### src/logic/ubr_defs.vh
// Register offsets, reset values and field positions of the USB register bank
`ifndef UBR_DEFS_VH
`define UBR_DEFS_VH
`define UBR_ADDR_W 7
`define UBR_PWR 7'h00
`define UBR_FUNCTION_ADDRESS 7'h01
`define UBR_INFLG 7'h03
`define UBR_OUTFLG 7'h05
`define UBR_INEN 7'h07
`define UBR_OUTEN 7'h09
`define UBR_BUSEN 7'h0A
`define UBR_BUSFLG 7'h0B
`define UBR_FRMH 7'h0C
`define UBR_FRML 7'h0D
`define UBR_TEST 7'h0E
`define UBR_EPSEL 7'h0F
`define UBR_INMAXH 7'h10
`define UBR_INMAXL 7'h11
`define UBR_INCSH 7'h12
`define UBR_INCSL 7'h13
`define UBR_OUTMAXH 7'h14
`define UBR_OUTMAXL 7'h15
`define UBR_OUTCSH 7'h16
`define UBR_OUTCSL 7'h17
`define UBR_OUTCNTH 7'h18
`define UBR_OUTCNTL 7'h19
`define UBR_SEND_ST 7'h5F
`define UBR_SEND_CT 7'h60
`define UBR_PWR_RST 8'h20
`define UBR_INEN_RST 8'h07
`define UBR_OUTEN_RST 8'h06
`define UBR_BUSEN_RST 8'h06
`define UBR_ZERO 8'h00
`define UBR_BUS_MASK 8'h0F
`define UBR_INEN_MASK 8'h07
`define UBR_OUTEN_MASK 8'h06
`define UBR_EPSEL_MASK 8'h03
`define UBR_MAXH_MASK 8'h07
`define UBR_PWR_MASK 8'h7F
`define UBR_CTL_MASK 8'h81
`define UBR_TEST_MASK 8'h3F
`define UBR_SEND_CLR 8'h01
`define UBR_HS_BIT 5
`define UBR_EP0_BIT 0
`define UBR_SEND_BIT 0
`endif

### src/logic/ubr_bank.v
// USB register bank with event flags, two interrupt vectors and low-power behaviour
`timescale 1ns/1ps
`include "ubr_defs.vh"
module ubr_bank (
  input wire clk_i,
  input wire sys_rst_i,
  input wire cpu_sel_i,
  input wire cpu_wr_i,
  input wire [6:0] cpu_addr_i,
  input wire [7:0] cpu_wdata_i,
  output reg [7:0] cpu_rdata_o,
  input wire cop_sel_i,
  input wire cop_wr_i,
  input wire [6:0] cop_addr_i,
  input wire [7:0] cop_wdata_i,
  output reg [7:0] cop_rdata_o,
  output reg cop_busy_o,
  input wire irq_mask_low_i,
  input wire irq_mask_high_i,
  input wire halt_i,
  input wire line_activity_i,
  input wire frame_start_i,
  input wire [10:0] frame_number_i,
  input wire bus_reset_i,
  input wire resume_i,
  input wire suspend_i,
  input wire packet_received_i,
  input wire packet_sent_i,
  input wire stall_sent_i,
  input wire setup_end_i,
  input wire [1:0] in_ep_done_i,
  input wire [1:0] out_ep_done_i,
  input wire [12:0] out_byte_count_i,
  output reg usb_irq_o,
  output reg suspend_end_irq_o,
  output reg wake_o,
  output reg high_speed_o,
  output reg [6:0] function_address_o
);
  reg [7:0] power_control;
  reg [7:0] function_address;
  reg [7:0] in_endpoint_event_flags;
  reg [7:0] out_endpoint_event_flags;
  reg [7:0] in_endpoint_event_enable;
  reg [7:0] out_endpoint_event_enable;
  reg [7:0] bus_event_enable;
  reg [7:0] bus_event_flags;
  reg [7:0] test_mode_control;
  reg [7:0] endpoint_select;
  reg [7:0] suspend_end_status;
  reg [7:0] suspend_end_control;
  reg [10:0] frame_number;
  reg [12:0] out_byte_count;
  reg [1:0] line_meta;
  reg line_sync;
  reg line_prev;
  reg [7:0] next_rdata;
  reg [7:0] next_cop_rdata;
  wire [7:0] ep_rdata;
  wire [7:0] ep_cop_rdata;
  wire cpu_go;
  wire cop_go;
  wire wr_go;
  wire [6:0] wr_addr;
  wire [7:0] wr_data;
  wire frozen;
  wire masked;
  wire ep0_evt;
  wire line_rise;
  wire any_bus_req;
  wire send_req;
  wire [3:0] ep_field;

  // Decode of a byte address against the bank, used for both masters
  function [7:0] read_reg;
    input [6:0] a;
    input [7:0] ep;
    begin
      case (a)
        `UBR_PWR: read_reg = power_control;
        `UBR_FUNCTION_ADDRESS: read_reg = function_address;
        `UBR_INFLG: read_reg = in_endpoint_event_flags;
        `UBR_OUTFLG: read_reg = out_endpoint_event_flags;
        `UBR_INEN: read_reg = in_endpoint_event_enable;
        `UBR_OUTEN: read_reg = out_endpoint_event_enable;
        `UBR_BUSEN: read_reg = bus_event_enable;
        `UBR_BUSFLG: read_reg = bus_event_flags;
        `UBR_FRMH: read_reg = {5'b00000, frame_number[10:8]};
        `UBR_FRML: read_reg = frame_number[7:0];
        `UBR_TEST: read_reg = test_mode_control;
        `UBR_EPSEL: read_reg = endpoint_select;
        `UBR_INMAXH, `UBR_INMAXL, `UBR_INCSH, `UBR_INCSL,
        `UBR_OUTMAXH, `UBR_OUTMAXL, `UBR_OUTCSH, `UBR_OUTCSL: read_reg = ep;
        `UBR_OUTCNTH: read_reg = {3'b000, out_byte_count[12:8]};
        `UBR_OUTCNTL: read_reg = out_byte_count[7:0];
        `UBR_SEND_ST: read_reg = suspend_end_status;
        `UBR_SEND_CT: read_reg = suspend_end_control;
        default: read_reg = `UBR_ZERO;
      endcase
    end
  endfunction

  // Write-one-to-clear: each 1 in the written byte drops the matching flag
  function [7:0] w1c;
    input [7:0] flags;
    input [7:0] data;
    begin
      w1c = flags & ~data;
    end
  endfunction

  // A flag asks for the common vector only while its enable is set
  function vec_req;
    input [7:0] flags;
    input [7:0] enables;
    begin
      vec_req = |(flags & enables);
    end
  endfunction

  // The window of byte addresses that the endpoint select steers
  function ep_window;
    input [6:0] a;
    begin
      ep_window = (a >= `UBR_INMAXH) && (a <= `UBR_OUTCSL);
    end
  endfunction

  // Halt freezes the bank except the suspend-end status bit; the coprocessor is refused while the CPU owns the cycle
  assign frozen = halt_i;
  assign cpu_go = cpu_sel_i && !frozen;
  assign cop_go = cop_sel_i && !frozen && !cpu_sel_i;
  assign wr_go = (cpu_go && cpu_wr_i) || (cop_go && cop_wr_i);
  assign wr_addr = cpu_go ? cpu_addr_i : cop_addr_i;
  assign wr_data = cpu_go ? cpu_wdata_i : cop_wdata_i;
  assign masked = irq_mask_low_i || irq_mask_high_i;
  assign ep0_evt = packet_received_i || packet_sent_i || stall_sent_i || setup_end_i;
  assign line_rise = line_sync && !line_prev;
  assign any_bus_req = vec_req(bus_event_flags, bus_event_enable)
    || vec_req(in_endpoint_event_flags, in_endpoint_event_enable)
    || vec_req(out_endpoint_event_flags, out_endpoint_event_enable);
  assign send_req = suspend_end_status[`UBR_SEND_BIT] && suspend_end_control[`UBR_SEND_BIT];

  // Bridge accesses steer the endpoint field only when the CPU leaves the cycle free
  assign ep_field = cpu_sel_i ? cpu_addr_i[3:0] : cop_addr_i[3:0];

  // Endpoint-indexed registers; fields 0..3 IN, 4..7 OUT, eight bytes per endpoint
  ubr_ep_regs #(
    .NUM_EP(3)
  ) i_ubr_ep_regs (
    .clk_i(clk_i),
    .sys_rst_i(sys_rst_i),
    .sel_i(endpoint_select[1:0]),
    .field_i(ep_field),
    .wr_i(wr_go && ep_window(wr_addr)),
    .wdata_i(wr_data),
    .hw_set_i(8'h00),
    .hw_ep_i(2'b00),
    .rdata_o(ep_rdata)
  );
  assign ep_cop_rdata = ep_rdata;

  // Live bus counters are sampled into the bank so that a halt freezes what reads return
  always @(posedge clk_i) begin
    if (sys_rst_i) begin
      frame_number <= 11'h000;
      out_byte_count <= 13'h0000;
    end else if (!frozen) begin
      frame_number <= frame_number_i;
      out_byte_count <= out_byte_count_i;
    end
  end

  always @(posedge clk_i) begin
    if (sys_rst_i) begin
      line_meta <= 2'b00;
      line_sync <= 1'b0;
      line_prev <= 1'b0;
    end else begin
      line_meta <= {line_meta[0], line_activity_i};
      line_sync <= line_meta[1];
      line_prev <= line_sync;
    end
  end

  always @(posedge clk_i) begin
    if (sys_rst_i) begin
      power_control <= `UBR_PWR_RST;
      function_address <= `UBR_ZERO;
      in_endpoint_event_flags <= `UBR_ZERO;
      out_endpoint_event_flags <= `UBR_ZERO;
      in_endpoint_event_enable <= `UBR_INEN_RST;
      out_endpoint_event_enable <= `UBR_OUTEN_RST;
      bus_event_enable <= `UBR_BUSEN_RST;
      bus_event_flags <= `UBR_ZERO;
      test_mode_control <= `UBR_ZERO;
      endpoint_select <= `UBR_ZERO;
      suspend_end_status <= `UBR_ZERO;
      suspend_end_control <= `UBR_ZERO;
    end else if (frozen) begin
      // Only the suspend-end path stays alive so line activity can end the halt
      if (line_rise && power_control[1]) begin
        suspend_end_status[`UBR_SEND_BIT] <= 1'b1;
      end
    end else begin
      // Writes first; hardware sets below override a same-cycle clear
      if (wr_go) begin
        case (wr_addr)
          `UBR_PWR: power_control <= wr_data & `UBR_PWR_MASK;
          `UBR_FUNCTION_ADDRESS: function_address <= wr_data;
          `UBR_INFLG: in_endpoint_event_flags <= w1c(in_endpoint_event_flags, wr_data);
          `UBR_OUTFLG: out_endpoint_event_flags <= w1c(out_endpoint_event_flags, wr_data);
          `UBR_INEN: in_endpoint_event_enable <= wr_data & `UBR_INEN_MASK;
          `UBR_OUTEN: out_endpoint_event_enable <= wr_data & `UBR_OUTEN_MASK;
          `UBR_BUSEN: bus_event_enable <= wr_data & `UBR_BUS_MASK;
          `UBR_BUSFLG: bus_event_flags <= w1c(bus_event_flags, wr_data);
          `UBR_TEST: test_mode_control <= wr_data & `UBR_TEST_MASK;
          `UBR_EPSEL: endpoint_select <= wr_data & `UBR_EPSEL_MASK;
          `UBR_SEND_ST: suspend_end_status <= w1c(suspend_end_status, wr_data & `UBR_SEND_CLR);
          `UBR_SEND_CT: suspend_end_control <= wr_data & `UBR_CTL_MASK;
          default: ;
        endcase
      end
      // Events keep latching in wait mode; wait does not gate this path
      if (frame_start_i) begin
        bus_event_flags[3] <= 1'b1;
      end
      if (bus_reset_i) begin
        bus_event_flags[2] <= 1'b1;
      end
      if (resume_i) begin
        bus_event_flags[1] <= 1'b1;
      end
      if (suspend_i) begin
        bus_event_flags[0] <= 1'b1;
        power_control[1] <= 1'b1;
      end
      if (ep0_evt) begin
        in_endpoint_event_flags[`UBR_EP0_BIT] <= 1'b1;
      end
      if (in_ep_done_i[0]) begin
        in_endpoint_event_flags[1] <= 1'b1;
      end
      if (in_ep_done_i[1]) begin
        in_endpoint_event_flags[2] <= 1'b1;
      end
      if (out_ep_done_i[0]) begin
        out_endpoint_event_flags[1] <= 1'b1;
      end
      if (out_ep_done_i[1]) begin
        out_endpoint_event_flags[2] <= 1'b1;
      end
      if (line_rise && power_control[1]) begin
        suspend_end_status[`UBR_SEND_BIT] <= 1'b1;
        power_control[1] <= 1'b0;
      end
    end
  end

  always @* begin
    next_rdata = read_reg(cpu_addr_i, ep_rdata);
    next_cop_rdata = read_reg(cop_addr_i, ep_cop_rdata);
  end

  always @(posedge clk_i) begin
    if (sys_rst_i) begin
      cpu_rdata_o <= `UBR_ZERO;
      cop_rdata_o <= `UBR_ZERO;
      cop_busy_o <= 1'b0;
      usb_irq_o <= 1'b0;
      suspend_end_irq_o <= 1'b0;
      wake_o <= 1'b0;
      high_speed_o <= 1'b1;
      function_address_o <= 7'h00;
    end else begin
      // Reads return the stored value even in halt, where only the suspend-end status bit can change
      if (cpu_sel_i) begin
        cpu_rdata_o <= next_rdata;
      end
      if (cop_sel_i && !cpu_sel_i) begin
        cop_rdata_o <= next_cop_rdata;
      end
      cop_busy_o <= cop_sel_i && cpu_sel_i;
      usb_irq_o <= any_bus_req && !masked;
      suspend_end_irq_o <= send_req && !masked;
      // Only the suspend-end vector may leave halt; every enabled event leaves wait
      wake_o <= halt_i ? send_req : (any_bus_req || send_req);
      high_speed_o <= power_control[`UBR_HS_BIT];
      function_address_o <= function_address[6:0];
    end
  end
endmodule

### src/logic/ubr_ep_regs.v
// Per-endpoint max packet and control/status storage selected by index
`timescale 1ns/1ps
module ubr_ep_regs #(
  parameter NUM_EP = 3
) (
  input wire clk_i,
  input wire sys_rst_i,
  input wire [1:0] sel_i,
  input wire [3:0] field_i,
  input wire wr_i,
  input wire [7:0] wdata_i,
  input wire [7:0] hw_set_i,
  input wire [1:0] hw_ep_i,
  output wire [7:0] rdata_o
);
  // Eight bytes per endpoint so the IN and OUT halves never alias
  reg [7:0] mem [0:NUM_EP*8-1];
  integer k;
  wire [4:0] idx;
  wire [4:0] hw_idx;
  assign idx = {sel_i, field_i[2:0]};
  assign hw_idx = {hw_ep_i, 3'b011};
  assign rdata_o = (sel_i < NUM_EP) ? mem[idx] : 8'h00;
  always @(posedge clk_i) begin
    if (sys_rst_i) begin
      for (k = 0; k < NUM_EP*8; k = k + 1) begin
        mem[k] <= 8'h00;
      end
    end else begin
      if (wr_i && sel_i < NUM_EP) begin
        mem[idx] <= wdata_i;
      end
      // Hardware status bits win over a software write in the same cycle
      if (hw_ep_i < NUM_EP && |hw_set_i) begin
        mem[hw_idx] <= mem[hw_idx] | hw_set_i | ((wr_i && idx == hw_idx) ? wdata_i : 8'h00);
      end
    end
  end
endmodule

### config.mk
export PLATFORM = sky130hd
export DESIGN_NAME = ubr_bank
export DESIGN_NICKNAME = d
export VERILOG_FILES = /design/src/logic/ubr_bank.v /design/src/logic/ubr_ep_regs.v
export VERILOG_INCLUDE_DIRS = /design/src /design/src/logic
export SDC_FILE = /design/constraint.sdc
export NUM_CORES = 1
export LEC_CHECK = 0
export BUFFER_PORTS_ARGS = -buffer_cell sky130_fd_sc_hd__buf_4
export CORE_ASPECT_RATIO = 1.25
export CORE_UTILIZATION = 47
export DETAILED_ROUTE_END_ITERATION = 10
export PLACE_DENSITY_LB_ADDON = 0.1
export RECOVER_POWER = 50
export SLEW_MARGIN = 20
export SYNTH_ARGS = -nofsm -noshare
export SYNTH_HDL_FRONTEND = slang
export SYNTH_SLANG_ARGS = --single-unit
### constraint.sdc
create_clock -name clk_i -period 2.56 [get_ports clk_i]
set_input_delay 0.384 -clock clk_i [delete_from_list [all_inputs] [get_ports clk_i]]
set_output_delay 0.384 -clock clk_i [all_outputs]
set_load 0.03 [all_outputs]
==> flow_summary.ini, run 1 <==
[run_status]
run_status = completed

[cts]
cts.sinks = 307
worst_skew_pair.late_latency_ns = 0.59
tritoncts.num_buffers = 30
cts_post_setup_buffers_inserted = 0
cts_buffer_depth = 3
clkSlewWorstSetupHoldPaths_ns = 0.07
clock_tree.htree_level_count = 1
clk_root_buffer_cell = sky130_fd_sc_hd__clkbuf_16
tritoncts = yes

[timing]
slew_headroom = 0.246
finalClockSkew_ns = 0.0327
hold_slack_ns = 0.0236
fmaxAchievable_mhz = 410
setup_viol = 0
fin_tns_setup_ns = 0
layout_setup_ws_ns = 0.121
tightest_slew_ns = 1.13
hold_viol_final = 0
timing.final.crit_share = 0.953
report.final.slew_viol_count = 0
setup_repair_after_global_routing_missed_its_margin = false
layout_min_cycle_time_ns = 2.44

[layout]
area_growth_pct = 24.7
finalNetCount = 1834
post_route_cells_drive_above_1_share = 0.210
most_common_cell_after_layout_fill_and_taps_aside = sky130_fd_sc_hd__nor2_1
multi_input_comb_area_sq_mm = 0.00651
regArea_sq_mm = 0.00807
diodes = 0
most_frequent_cells_in_the_layout = sky130_fd_sc_hd__nor2_1, sky130_fd_sc_hd__buf_4, sky130_fd_sc_hd__edfxtp_1
nFillCells = 2764

[synth]
yosys_reg_bits = 307
ys.flop_type = sky130_fd_sc_hd__edfxtp_1
mappedNetlistNets = 1561
post_synth_instance_area_sq_mm = 0.0150
synth_enable_flop_cells = 192
post_synth_inst_count = 1485
synth_sequential_area_ratio = 0.537
synth_async_sr_flop_share = 0
yosys_warnings = 0
number_of_distinct_library_cell_variants_in_the_gate_level_netlist_after_synthesis = 78
synth.avg_cell_area_sq_um = 10.1

[floorplan]
chipWidth_um = 162
die_area_sq_mm = 0.0327
die_outline_height_um = 202
core_region_area_sq_mm = 0.0312
floorplan.initialDensity = 0.482
io_pins = 104
rows = 72

[setup_path]
worstSetupEndpointType = flop
worst_ep_required_time_ns = 3.01
timing.critical_path.arrival_ns = 2.89
crit_fanout = 9
worst-setup-path-type = reg -> reg
worstSetupStartpointType = flop

[place]
dp_worst_setup_slack_ns = -0.113
global_placer_s_final_weighted_congestion = 1.10
count_of_buffers_inserted_at_the_top_level_ports = 103
place.detailed.hpwl_mm = 46.4

[detailed_routing]
first_pass_iters = 6
wirelength_mm = 61.1
ant_nets = 0
detailroute.via_count = 13400
remaining_drc_errors = 0
detailedRoute.firstIterationViolations = 1136
vias_per_cell = 6.14
avgRoutedWirePerCell_um = 27.9

[global_routing]
grt_start_max_net_pins = 74
grt_pass1_vias = 13600
first_pass_grt_wire_length_mm = 88.5
antenna_found_initial = 0
globalRouteTotalUtil = 0.376
gr-total-overflow = 0

[power_and_ir_drop]
power.leakage_nw = 7.35
p_total_w = 0.0112
max_rail_drop_vdd_mv = 0.609
power.density_cell_area_mw_per_mm2 = 596

[hold_path]
worstHoldPathType = in -> reg

[run]
maximum_capacitance_violations = 0
==> metrics by stage <==
stage               utilization  area [sq um]  cells
global placement          0.579         18000   2130
global route              0.602         18800   2189
detailed placement        0.579         18000   2130
CTS                       0.610         19000   2189
finish                    0.602         18800   2189
floorplan                     -         15000   1485
==> sequential cells by signal, summed over array words and instances (netlist names), 2 cells and up <==
signal	flops
function_address	8
cpu_rdata_o	8
in_endpoint_event_enable	3
out_endpoint_event_flags	8
out_byte_count	13
out_endpoint_event_enable	2
bus_event_flags	8
in_endpoint_event_flags	8
i_ubr_ep_regs.mem	192
suspend_end_control	2
bus_event_enable	4
endpoint_select	2
cop_rdata_o	8
frame_number	11
line_meta	2
test_mode_control	6
function_address_o	7
power_control	7
==> cell usage after synthesis (7+ instances only) <==
| cell | instances | share of area |
|---|---|---|
| sky130_fd_sc_hd__o21ai_0 | 29 | 0.0097 |
| sky130_fd_sc_hd__nand2_1 | 115 | 0.029 |
| sky130_fd_sc_hd__o31ai_1 | 8 | 0.0040 |
| sky130_fd_sc_hd__buf_2 | 24 | 0.0080 |
| sky130_fd_sc_hd__mux4_2 | 9 | 0.013 |
| sky130_fd_sc_hd__buf_1 | 14 | 0.0035 |
| sky130_fd_sc_hd__a32oi_1 | 16 | 0.0093 |
| sky130_fd_sc_hd__mux2i_1 | 77 | 0.051 |
| sky130_fd_sc_hd__nor3b_1 | 14 | 0.0070 |
| sky130_fd_sc_hd__a22o_1 | 13 | 0.0076 |
| sky130_fd_sc_hd__or3_1 | 12 | 0.0050 |
| sky130_fd_sc_hd__a221oi_1 | 7 | 0.0041 |
| sky130_fd_sc_hd__nand3b_1 | 7 | 0.0035 |
| sky130_fd_sc_hd__nor4_1 | 19 | 0.0079 |
| sky130_fd_sc_hd__nor2_1 | 302 | 0.075 |
| sky130_fd_sc_hd__a32o_1 | 7 | 0.0047 |
| sky130_fd_sc_hd__a21oi_1 | 34 | 0.011 |
| sky130_fd_sc_hd__nor2b_1 | 35 | 0.015 |
| sky130_fd_sc_hd__a211o_1 | 9 | 0.0052 |
| sky130_fd_sc_hd__o2111ai_1 | 7 | 0.0041 |
| sky130_fd_sc_hd__mux2_2 | 17 | 0.013 |
| sky130_fd_sc_hd__nand2b_1 | 38 | 0.016 |
| sky130_fd_sc_hd__dfxtp_1 | 115 | 0.15 |
| sky130_fd_sc_hd__and3_1 | 12 | 0.0050 |
| sky130_fd_sc_hd__clkbuf_1 | 63 | 0.016 |
| sky130_fd_sc_hd__inv_1 | 15 | 0.0037 |
| sky130_fd_sc_hd__o32ai_1 | 8 | 0.0047 |
| sky130_fd_sc_hd__a31oi_1 | 10 | 0.0042 |
| sky130_fd_sc_hd__nor3_1 | 32 | 0.011 |
| sky130_fd_sc_hd__a22oi_1 | 21 | 0.010 |
| sky130_fd_sc_hd__edfxtp_1 | 192 | 0.38 |
| sky130_fd_sc_hd__nand4_1 | 10 | 0.0042 |
| sky130_fd_sc_hd__a211oi_1 | 24 | 0.012 |
| sky130_fd_sc_hd__nand3_1 | 52 | 0.017 |
==> worst paths after layout <==
check | start | to | slack (ns) | depth (start not counted)
max | endpoint_select[0] | cpu_rdata_o[0] | 0.12 | 8
min | line_activity_i | line_meta[0] | 0.02 | 2
max reg2reg | endpoint_select[0] | cpu_rdata_o[0] | 0.12 | 8
min reg2reg | line_meta[1] | line_sync | 0.45 | 1
==> layout make-up <==
class	count	share of cell area
Clock buffer	44	0.0450
Sequential cell	307	0.430
Clock inverter	12	0.00534
Multi-Input combinational cell	1054	0.347
Inverter	16	0.00320
Tap cell	407	0.0272
Timing Repair Buffer	349	0.142
==> worst max-delay path: stages (launching register included) <==
cell	delay, ns
sky130_fd_sc_hd__dfxtp_1	0.43
sky130_fd_sc_hd__or2_2	0.41
sky130_fd_sc_hd__buf_4	0.18
sky130_fd_sc_hd__nor3_1	0.40
sky130_fd_sc_hd__buf_4	0.22
sky130_fd_sc_hd__nand3_1	0.09
sky130_fd_sc_hd__nand4_1	0.13
sky130_fd_sc_hd__nor4_1	0.09
sky130_fd_sc_hd__a221o_1	0.35
==> kinds of logic after synthesis <==
| family | synth area share |
|---|---|
| flip-flops | 0.537 |
| AND/OR/NAND/NOR | 0.214 |
| buffers and inverters | 0.0359 |
| AO/OA/AOI/OAI | 0.129 |
| multiplexers | 0.0840 |
==> per-layer routing <==
layer	wire length, um	GRT usage
met3	3810	0.0511
met4	5340	0.289
met1	21500	0.409
met5	0	0
met2	30500	0.657
==> power breakdown <==
part           switching (W)  leakage (nW)  internal, W  total, W
Clock                0.00192         0.455      0.00239   0.00431
Combinational       0.000835          3.95     0.000563   0.00140
Sequential          0.000101          2.94      0.00538   0.00548
Total                0.00286          7.35      0.00833    0.0112
==> what timing repair did <==
action / 4_1_cts / 5_1_grt
hold endpoints to repair: 2 / 0
gates resized for setup: 0 / 1
hold buffers: 3 / 0
setup endpoints to repair: 0 / 1
Power figures use the tool's default switching activity.
==> run 2, diff against run 1 <==
--- a/config.mk
+++ b/config.mk
@@ -11,7 +11,7 @@
 export CORE_UTILIZATION = 47
 export DETAILED_ROUTE_END_ITERATION = 10
 export PLACE_DENSITY_LB_ADDON = 0.1
-export RECOVER_POWER = 50
+export RECOVER_POWER = 25
 export SLEW_MARGIN = 20
 export SYNTH_ARGS = -nofsm -noshare
 export SYNTH_HDL_FRONTEND = slang
==> flow_summary.ini, run 2 (synthesis gave the netlist of run 1 again) <==
[layout]
finalNetCount = 1834
top_register = i_ubr_ep_regs.mem
most_frequent_cells_in_the_layout = sky130_fd_sc_hd__nor2_1, sky130_fd_sc_hd__buf_4, sky130_fd_sc_hd__edfxtp_1
top_regs = i_ubr_ep_regs.mem: 192 flops, out_byte_count: 13 flops, frame_number: 11 flops
area_growth_pct = 25.2
diodes = 0
most_common_cell_after_layout_fill_and_taps_aside = sky130_fd_sc_hd__nor2_1
largest_register_ff_count = 192
post_route_cells_drive_above_1_share = 0.221

[floorplan]
chipWidth_um = 162
die_area_sq_mm = 0.0327
die_outline_height_um = 202
io_pins = 104
floorplan.initialDensity = 0.482
rows = 72
core_region_area_sq_mm = 0.0312

[detailed_routing]
vias_per_cell = 6.17
detailedRoute.firstIterationViolations = 1287
ant_nets = 0
wirelength_mm = 61.1
avgRoutedWirePerCell_um = 27.9
remaining_drc_errors = 0
first_pass_iters = 6
detailroute.via_count = 13500

[cts]
clk_root_buffer_cell = sky130_fd_sc_hd__clkbuf_16
cts_post_setup_buffers_inserted = 0
clkSlewWorstSetupHoldPaths_ns = 0.07
cts.sinks = 307
tritoncts.num_buffers = 30
cts_buffer_depth = 3
tritoncts = yes
clock_tree.htree_level_count = 1
worst_skew_pair.late_latency_ns = 0.59

[place]
count_of_buffers_inserted_at_the_top_level_ports = 103
dp_worst_setup_slack_ns = -0.113
place.detailed.hpwl_mm = 46.4
global_placer_s_final_weighted_congestion = 1.10

[timing]
hold_viol_final = 0
hold_slack_ns = 0.0248
report.final.slew_viol_count = 0
finalClockSkew_ns = 0.0326
tightest_slew_ns = 1.12
setup_viol = 0
layout_setup_ws_ns = 0.145
slew_headroom = 0.252
fmaxAchievable_mhz = 414
setup_repair_after_global_routing_missed_its_margin = false
layout_min_cycle_time_ns = 2.42
timing.final.crit_share = 0.943

[setup_path]
worstSetupEndpointType = flop
crit_fanout = 9
worst_ep_required_time_ns = 3.01
timing.critical_path.arrival_ns = 2.87
worstSetupStartpointType = flop
worst-setup-path-type = reg -> reg

[global_routing]
antenna_found_initial = 0
gr-total-overflow = 0
grt_pass1_vias = 13600
grt_start_max_net_pins = 74
globalRouteTotalUtil = 0.376
first_pass_grt_wire_length_mm = 88.5

[power_and_ir_drop]
power.leakage_nw = 7.41
max_rail_drop_vdd_mv = 0.607
power.density_cell_area_mw_per_mm2 = 594
p_total_w = 0.0112

[run_status]
run_status = completed

[run]
maximum_capacitance_violations = 0

[hold_path]
worstHoldPathType = in -> reg
==> run 2: changes by cell type in the layout (fill, tap and decap cells not counted), sizes merged <==
cell	change
buf	+18
clkbuf	-18
==> run 2: stage by stage <==
stage	TNS (ns)	cells	area [sq um]	util
6_report	0	2189	18800	0.604
4_1_cts	0	2189	19000	0.610
3_5_place_dp	-0.280	2130	18000	0.579
5_1_grt	0	2189	18800	0.604
2_1_floorplan	0	1485	15000	-
3_3_place_gp	-0.0845	2130	18000	0.579
==> run 2: worst paths after layout <==
| check | startpoint | cells past startpoint | to | slack (ns) |
|---|---|---|---|---|
| setup / recovery | endpoint_select[0] | 8 | cop_rdata_o[0] | 0.14 |
| hold / removal | line_activity_i | 2 | line_meta[0] | 0.02 |
| setup reg to reg | endpoint_select[0] | 8 | cop_rdata_o[0] | 0.14 |
| hold reg to reg | line_meta[1] | 1 | line_sync | 0.45 |
==> run 2: metal layers <==
metal | up-vias | global-route usage | wire, um
li1 | 6029 | - | -
met1 | 6532 | 0.409 | 21200
met2 | 726 | 0.657 | 30500
met3 | 209 | 0.0511 | 4010
met4 | 0 | 0.289 | 5380
met5 | - | 0 | 0
==> run 2: critical path, cell delays in order, from the launching register on <==
cell                      delay (ns)
sky130_fd_sc_hd__dfxtp_1        0.43
sky130_fd_sc_hd__or2_2          0.40
sky130_fd_sc_hd__buf_4          0.18
sky130_fd_sc_hd__nor3_1         0.40
sky130_fd_sc_hd__buf_4          0.22
sky130_fd_sc_hd__nand3_1        0.08
sky130_fd_sc_hd__nand4_1        0.12
sky130_fd_sc_hd__nor4_1         0.09
sky130_fd_sc_hd__a221o_1        0.35
==> run 2: power by group <==
| part | internal, W | switching [W] | total (W) |
|---|---|---|---|
| clock network | 0.00239 | 0.00192 | 0.00431 |
| registers | 0.00538 | 0.000101 | 0.00548 |
| logic | 0.000564 | 0.000836 | 0.00140 |
==> run 2: final cells by class <==
type	count	area [sq um]
clock buffer	44	845
timing repair buffer	349	2730
multi-input combinational	1054	6520
fill	2747	12300
clock inverter	12	100
inverter	16	60.1
tap	407	509
sequential	307	8070
==> run 2: what timing repair did <==
item / CTS / global route
resized for setup: 0 / 1
endpoints found under the setup margin: 0 / 1
hold endpoints to repair: 2 / 0
hold buffers: 3 / 0
==> run 3, diff against run 2 <==
--- a/config.mk
+++ b/config.mk
@@ -8,6 +8,7 @@
 export LEC_CHECK = 0
 export BUFFER_PORTS_ARGS = -buffer_cell sky130_fd_sc_hd__buf_4
 export CORE_ASPECT_RATIO = 1.25
+export CORE_MARGIN = 3
 export CORE_UTILIZATION = 47
 export DETAILED_ROUTE_END_ITERATION = 10
 export PLACE_DENSITY_LB_ADDON = 0.1
==> flow_summary.ini, run 3 (synthesis gave the netlist of run 1 again) <==
[layout]
largest_register_ff_count = 192
post-route-cell-area_sq_mm = 0.0189
most_common_cell_after_layout_fill_and_taps_aside = sky130_fd_sc_hd__nor2_1
top_regs = i_ubr_ep_regs.mem: 192 flops, out_byte_count: 13 flops, frame_number: 11 flops
nFillCells = 2740
post_route_cells_drive_above_1_share = 0.224
diodes = 0
most_frequent_cells_in_the_layout = sky130_fd_sc_hd__nor2_1, sky130_fd_sc_hd__buf_4, sky130_fd_sc_hd__edfxtp_1
area_growth_pct = 25.4
finalNetCount = 1845
top_register = i_ubr_ep_regs.mem

[timing]
hold_slack_ns = 0.0528
finalClockSkew_ns = 0.0317
timing.final.crit_share = 0.963
hold_viol_final = 0
fmaxAchievable_mhz = 405
report.final.slew_viol_count = 0
layout_min_cycle_time_ns = 2.47
tightest_slew_ns = 1.08
setup_viol = 0
setup_repair_after_global_routing_missed_its_margin = false
slew_headroom = 0.280

[detailed_routing]
detailedRoute.firstIterationViolations = 1422
first_pass_iters = 6
detailroute.via_count = 13400
ant_nets = 0
remaining_drc_errors = 0
avgRoutedWirePerCell_um = 28.2
wirelength_mm = 61.9
vias_per_cell = 6.11

[setup_path]
critical_path.most_common_cell = sky130_fd_sc_hd__buf_4
worst_path_dominant_cell_family = buffers and inverters
timing.critical_path.arrival_ns = 2.79
cp_slowest_stage_delay_ns = 0.86
max_stage_delay_cell_worst_path = sky130_fd_sc_hd__mux2i_1
timing.critical_path.cells = clkbuf_1, nand2b_1, buf_4, clkbuf_2, mux2i_1, buf_4, nor2_1
worstSetupStartpointType = primary input
crit_fanout = 13
worst-setup-path-type = in -> reg
worst_ep_required_time_ns = 2.88
timing.critical_path.buf_inv = 4
worstSetupEndpointType = flop

[power_and_ir_drop]
p_clk_frac = 0.394
p_int_w = 0.00849
netSwitchingPower_w = 0.00283
swShare = 0.250
share_comb_of_total_power = 0.122
power.leakage_nw = 7.46
power.sequential.fraction = 0.483
max_rail_drop_vdd_mv = 0.710
power.density_cell_area_mw_per_mm2 = 601

[cts]
clkSlewWorstSetupHoldPaths_ns = 0.06
tritoncts.num_buffers = 30
clk_root_buffer_cell = sky130_fd_sc_hd__clkbuf_16
clock_tree.htree_level_count = 1
cts.sinks = 307
cts_buffer_depth = 3
worst_skew_pair.late_latency_ns = 0.58
cts_post_setup_buffers_inserted = 0
tritoncts = yes

[floorplan]
chipWidth_um = 166
die_outline_height_um = 206
floorplan.initialDensity = 0.481
die_area_sq_mm = 0.0342
io_pins = 104
rows = 72
core_region_area_sq_mm = 0.0313

[place]
count_of_buffers_inserted_at_the_top_level_ports = 103
cell_area_placed_sq_mm = 0.0181
place.detailed.hpwl_mm = 47.0
global_placer_s_final_weighted_congestion = 1.05

[global_routing]
grt_pass1_vias = 13600
antenna_found_initial = 0
gr-total-overflow = 0
grt_start_max_net_pins = 58
globalRouteTotalUtil = 0.354
first_pass_grt_wire_length_mm = 89.4

[run]
maximum_capacitance_violations = 0

[hold_path]
worstHoldPathType = in -> reg

[run_status]
run_status = completed
run 3: changes by cell type in the layout (fill, tap and decap cells not counted), moves of 2 or more:
cell,previous run,this run
sky130_fd_sc_hd__mux2i_1,70,73
sky130_fd_sc_hd__bufinv_16,1,4
sky130_fd_sc_hd__buf_4,280,292
sky130_fd_sc_hd__clkinv_2,2,0
sky130_fd_sc_hd__clkbuf_8,2,0
sky130_fd_sc_hd__clkinvlp_2,0,2
sky130_fd_sc_hd__clkinv_1,6,4
sky130_fd_sc_hd__clkbuf_2,2,4
sky130_fd_sc_hd__buf_12,21,17
sky130_fd_sc_hd__mux2i_4,8,5
run 3: final cells by class:
cell class / instances / area [sq um] / area share
inverter: 16 / 60.1 / 0.00319
timing repair buffer: 360 / 2760 / 0.146
clock buffer: 41 / 792 / 0.0420
multi-input combinational: 1054 / 6480 / 0.344
clock inverter: 13 / 184 / 0.00975
tap: 407 / 509 / 0.0270
sequential: 307 / 8070 / 0.428
run 3: worst paths after layout:
check                            from                  endpoint  slack (ns)  depth (start not counted)
hold / removal    out_byte_count_i[3]         out_byte_count[3]        0.05                          3
hold reg to reg          line_meta[1]                 line_sync        0.44                          1
setup reg to reg   endpoint_select[1]  i_ubr_ep_regs.mem[13][6]        0.13                          8
setup / recovery               halt_i  i_ubr_ep_regs.mem[14][4]        0.09                          7
run 3: what timing repair did:
| action | in CTS | in global routing |
|---|---|---|
| gates resized for setup | 0 | 1 |
| hold buffers | 4 | 0 |
| endpoints found under the hold margin | 3 | 0 |
| setup endpoints to repair | 0 | 3 |
run 3: power by group through the flow:
stage / sequential [W] / combinational [W] / clock (W)
after CTS: 0.00547 / 0.00140 / 0.00450
after global routing: 0.00548 / 0.00145 / 0.00471
final: 0.00548 / 0.00139 / 0.00447
after global placement: 0.00558 / 0.00138 / 0
after floorplan: 0.00553 / 0.000649 / 0
after detailed placement: 0.00558 / 0.00138 / 0
run 3: per-stage QoR:
step	util	std cells	total power (W)	setup TNS, ns	setup slack (ns)
2_1_floorplan	-	1485	0.00618	0	0.103
3_3_place_gp	0.579	2140	0.00696	-0.227	-0.106
3_5_place_dp	0.579	2140	0.00696	-0.182	-0.105
4_1_cts	0.611	2198	0.0114	0	0.0506
5_1_grt	0.603	2198	0.0116	0	0.0615
6_report	0.603	2198	0.0113	0	0.0937
run 3: layer usage:
| layer | vias up | track usage | part of all wire |
|---|---|---|---|
| li1 | 6053 | - | - |
| met2 | 627 | 0.647 | 0.51 |
| met4 | 0 | 0.237 | 0.081 |
| met5 | - | 0 | 0 |
| met3 | 196 | 0.0388 | 0.058 |
| met1 | 6559 | 0.391 | 0.35 |
run 3: worst min-delay path: stages:
cell	delay, ns
sky130_fd_sc_hd__buf_4	0.07
sky130_fd_sc_hd__mux2i_1	0.05
sky130_fd_sc_hd__nor2_1	0.07
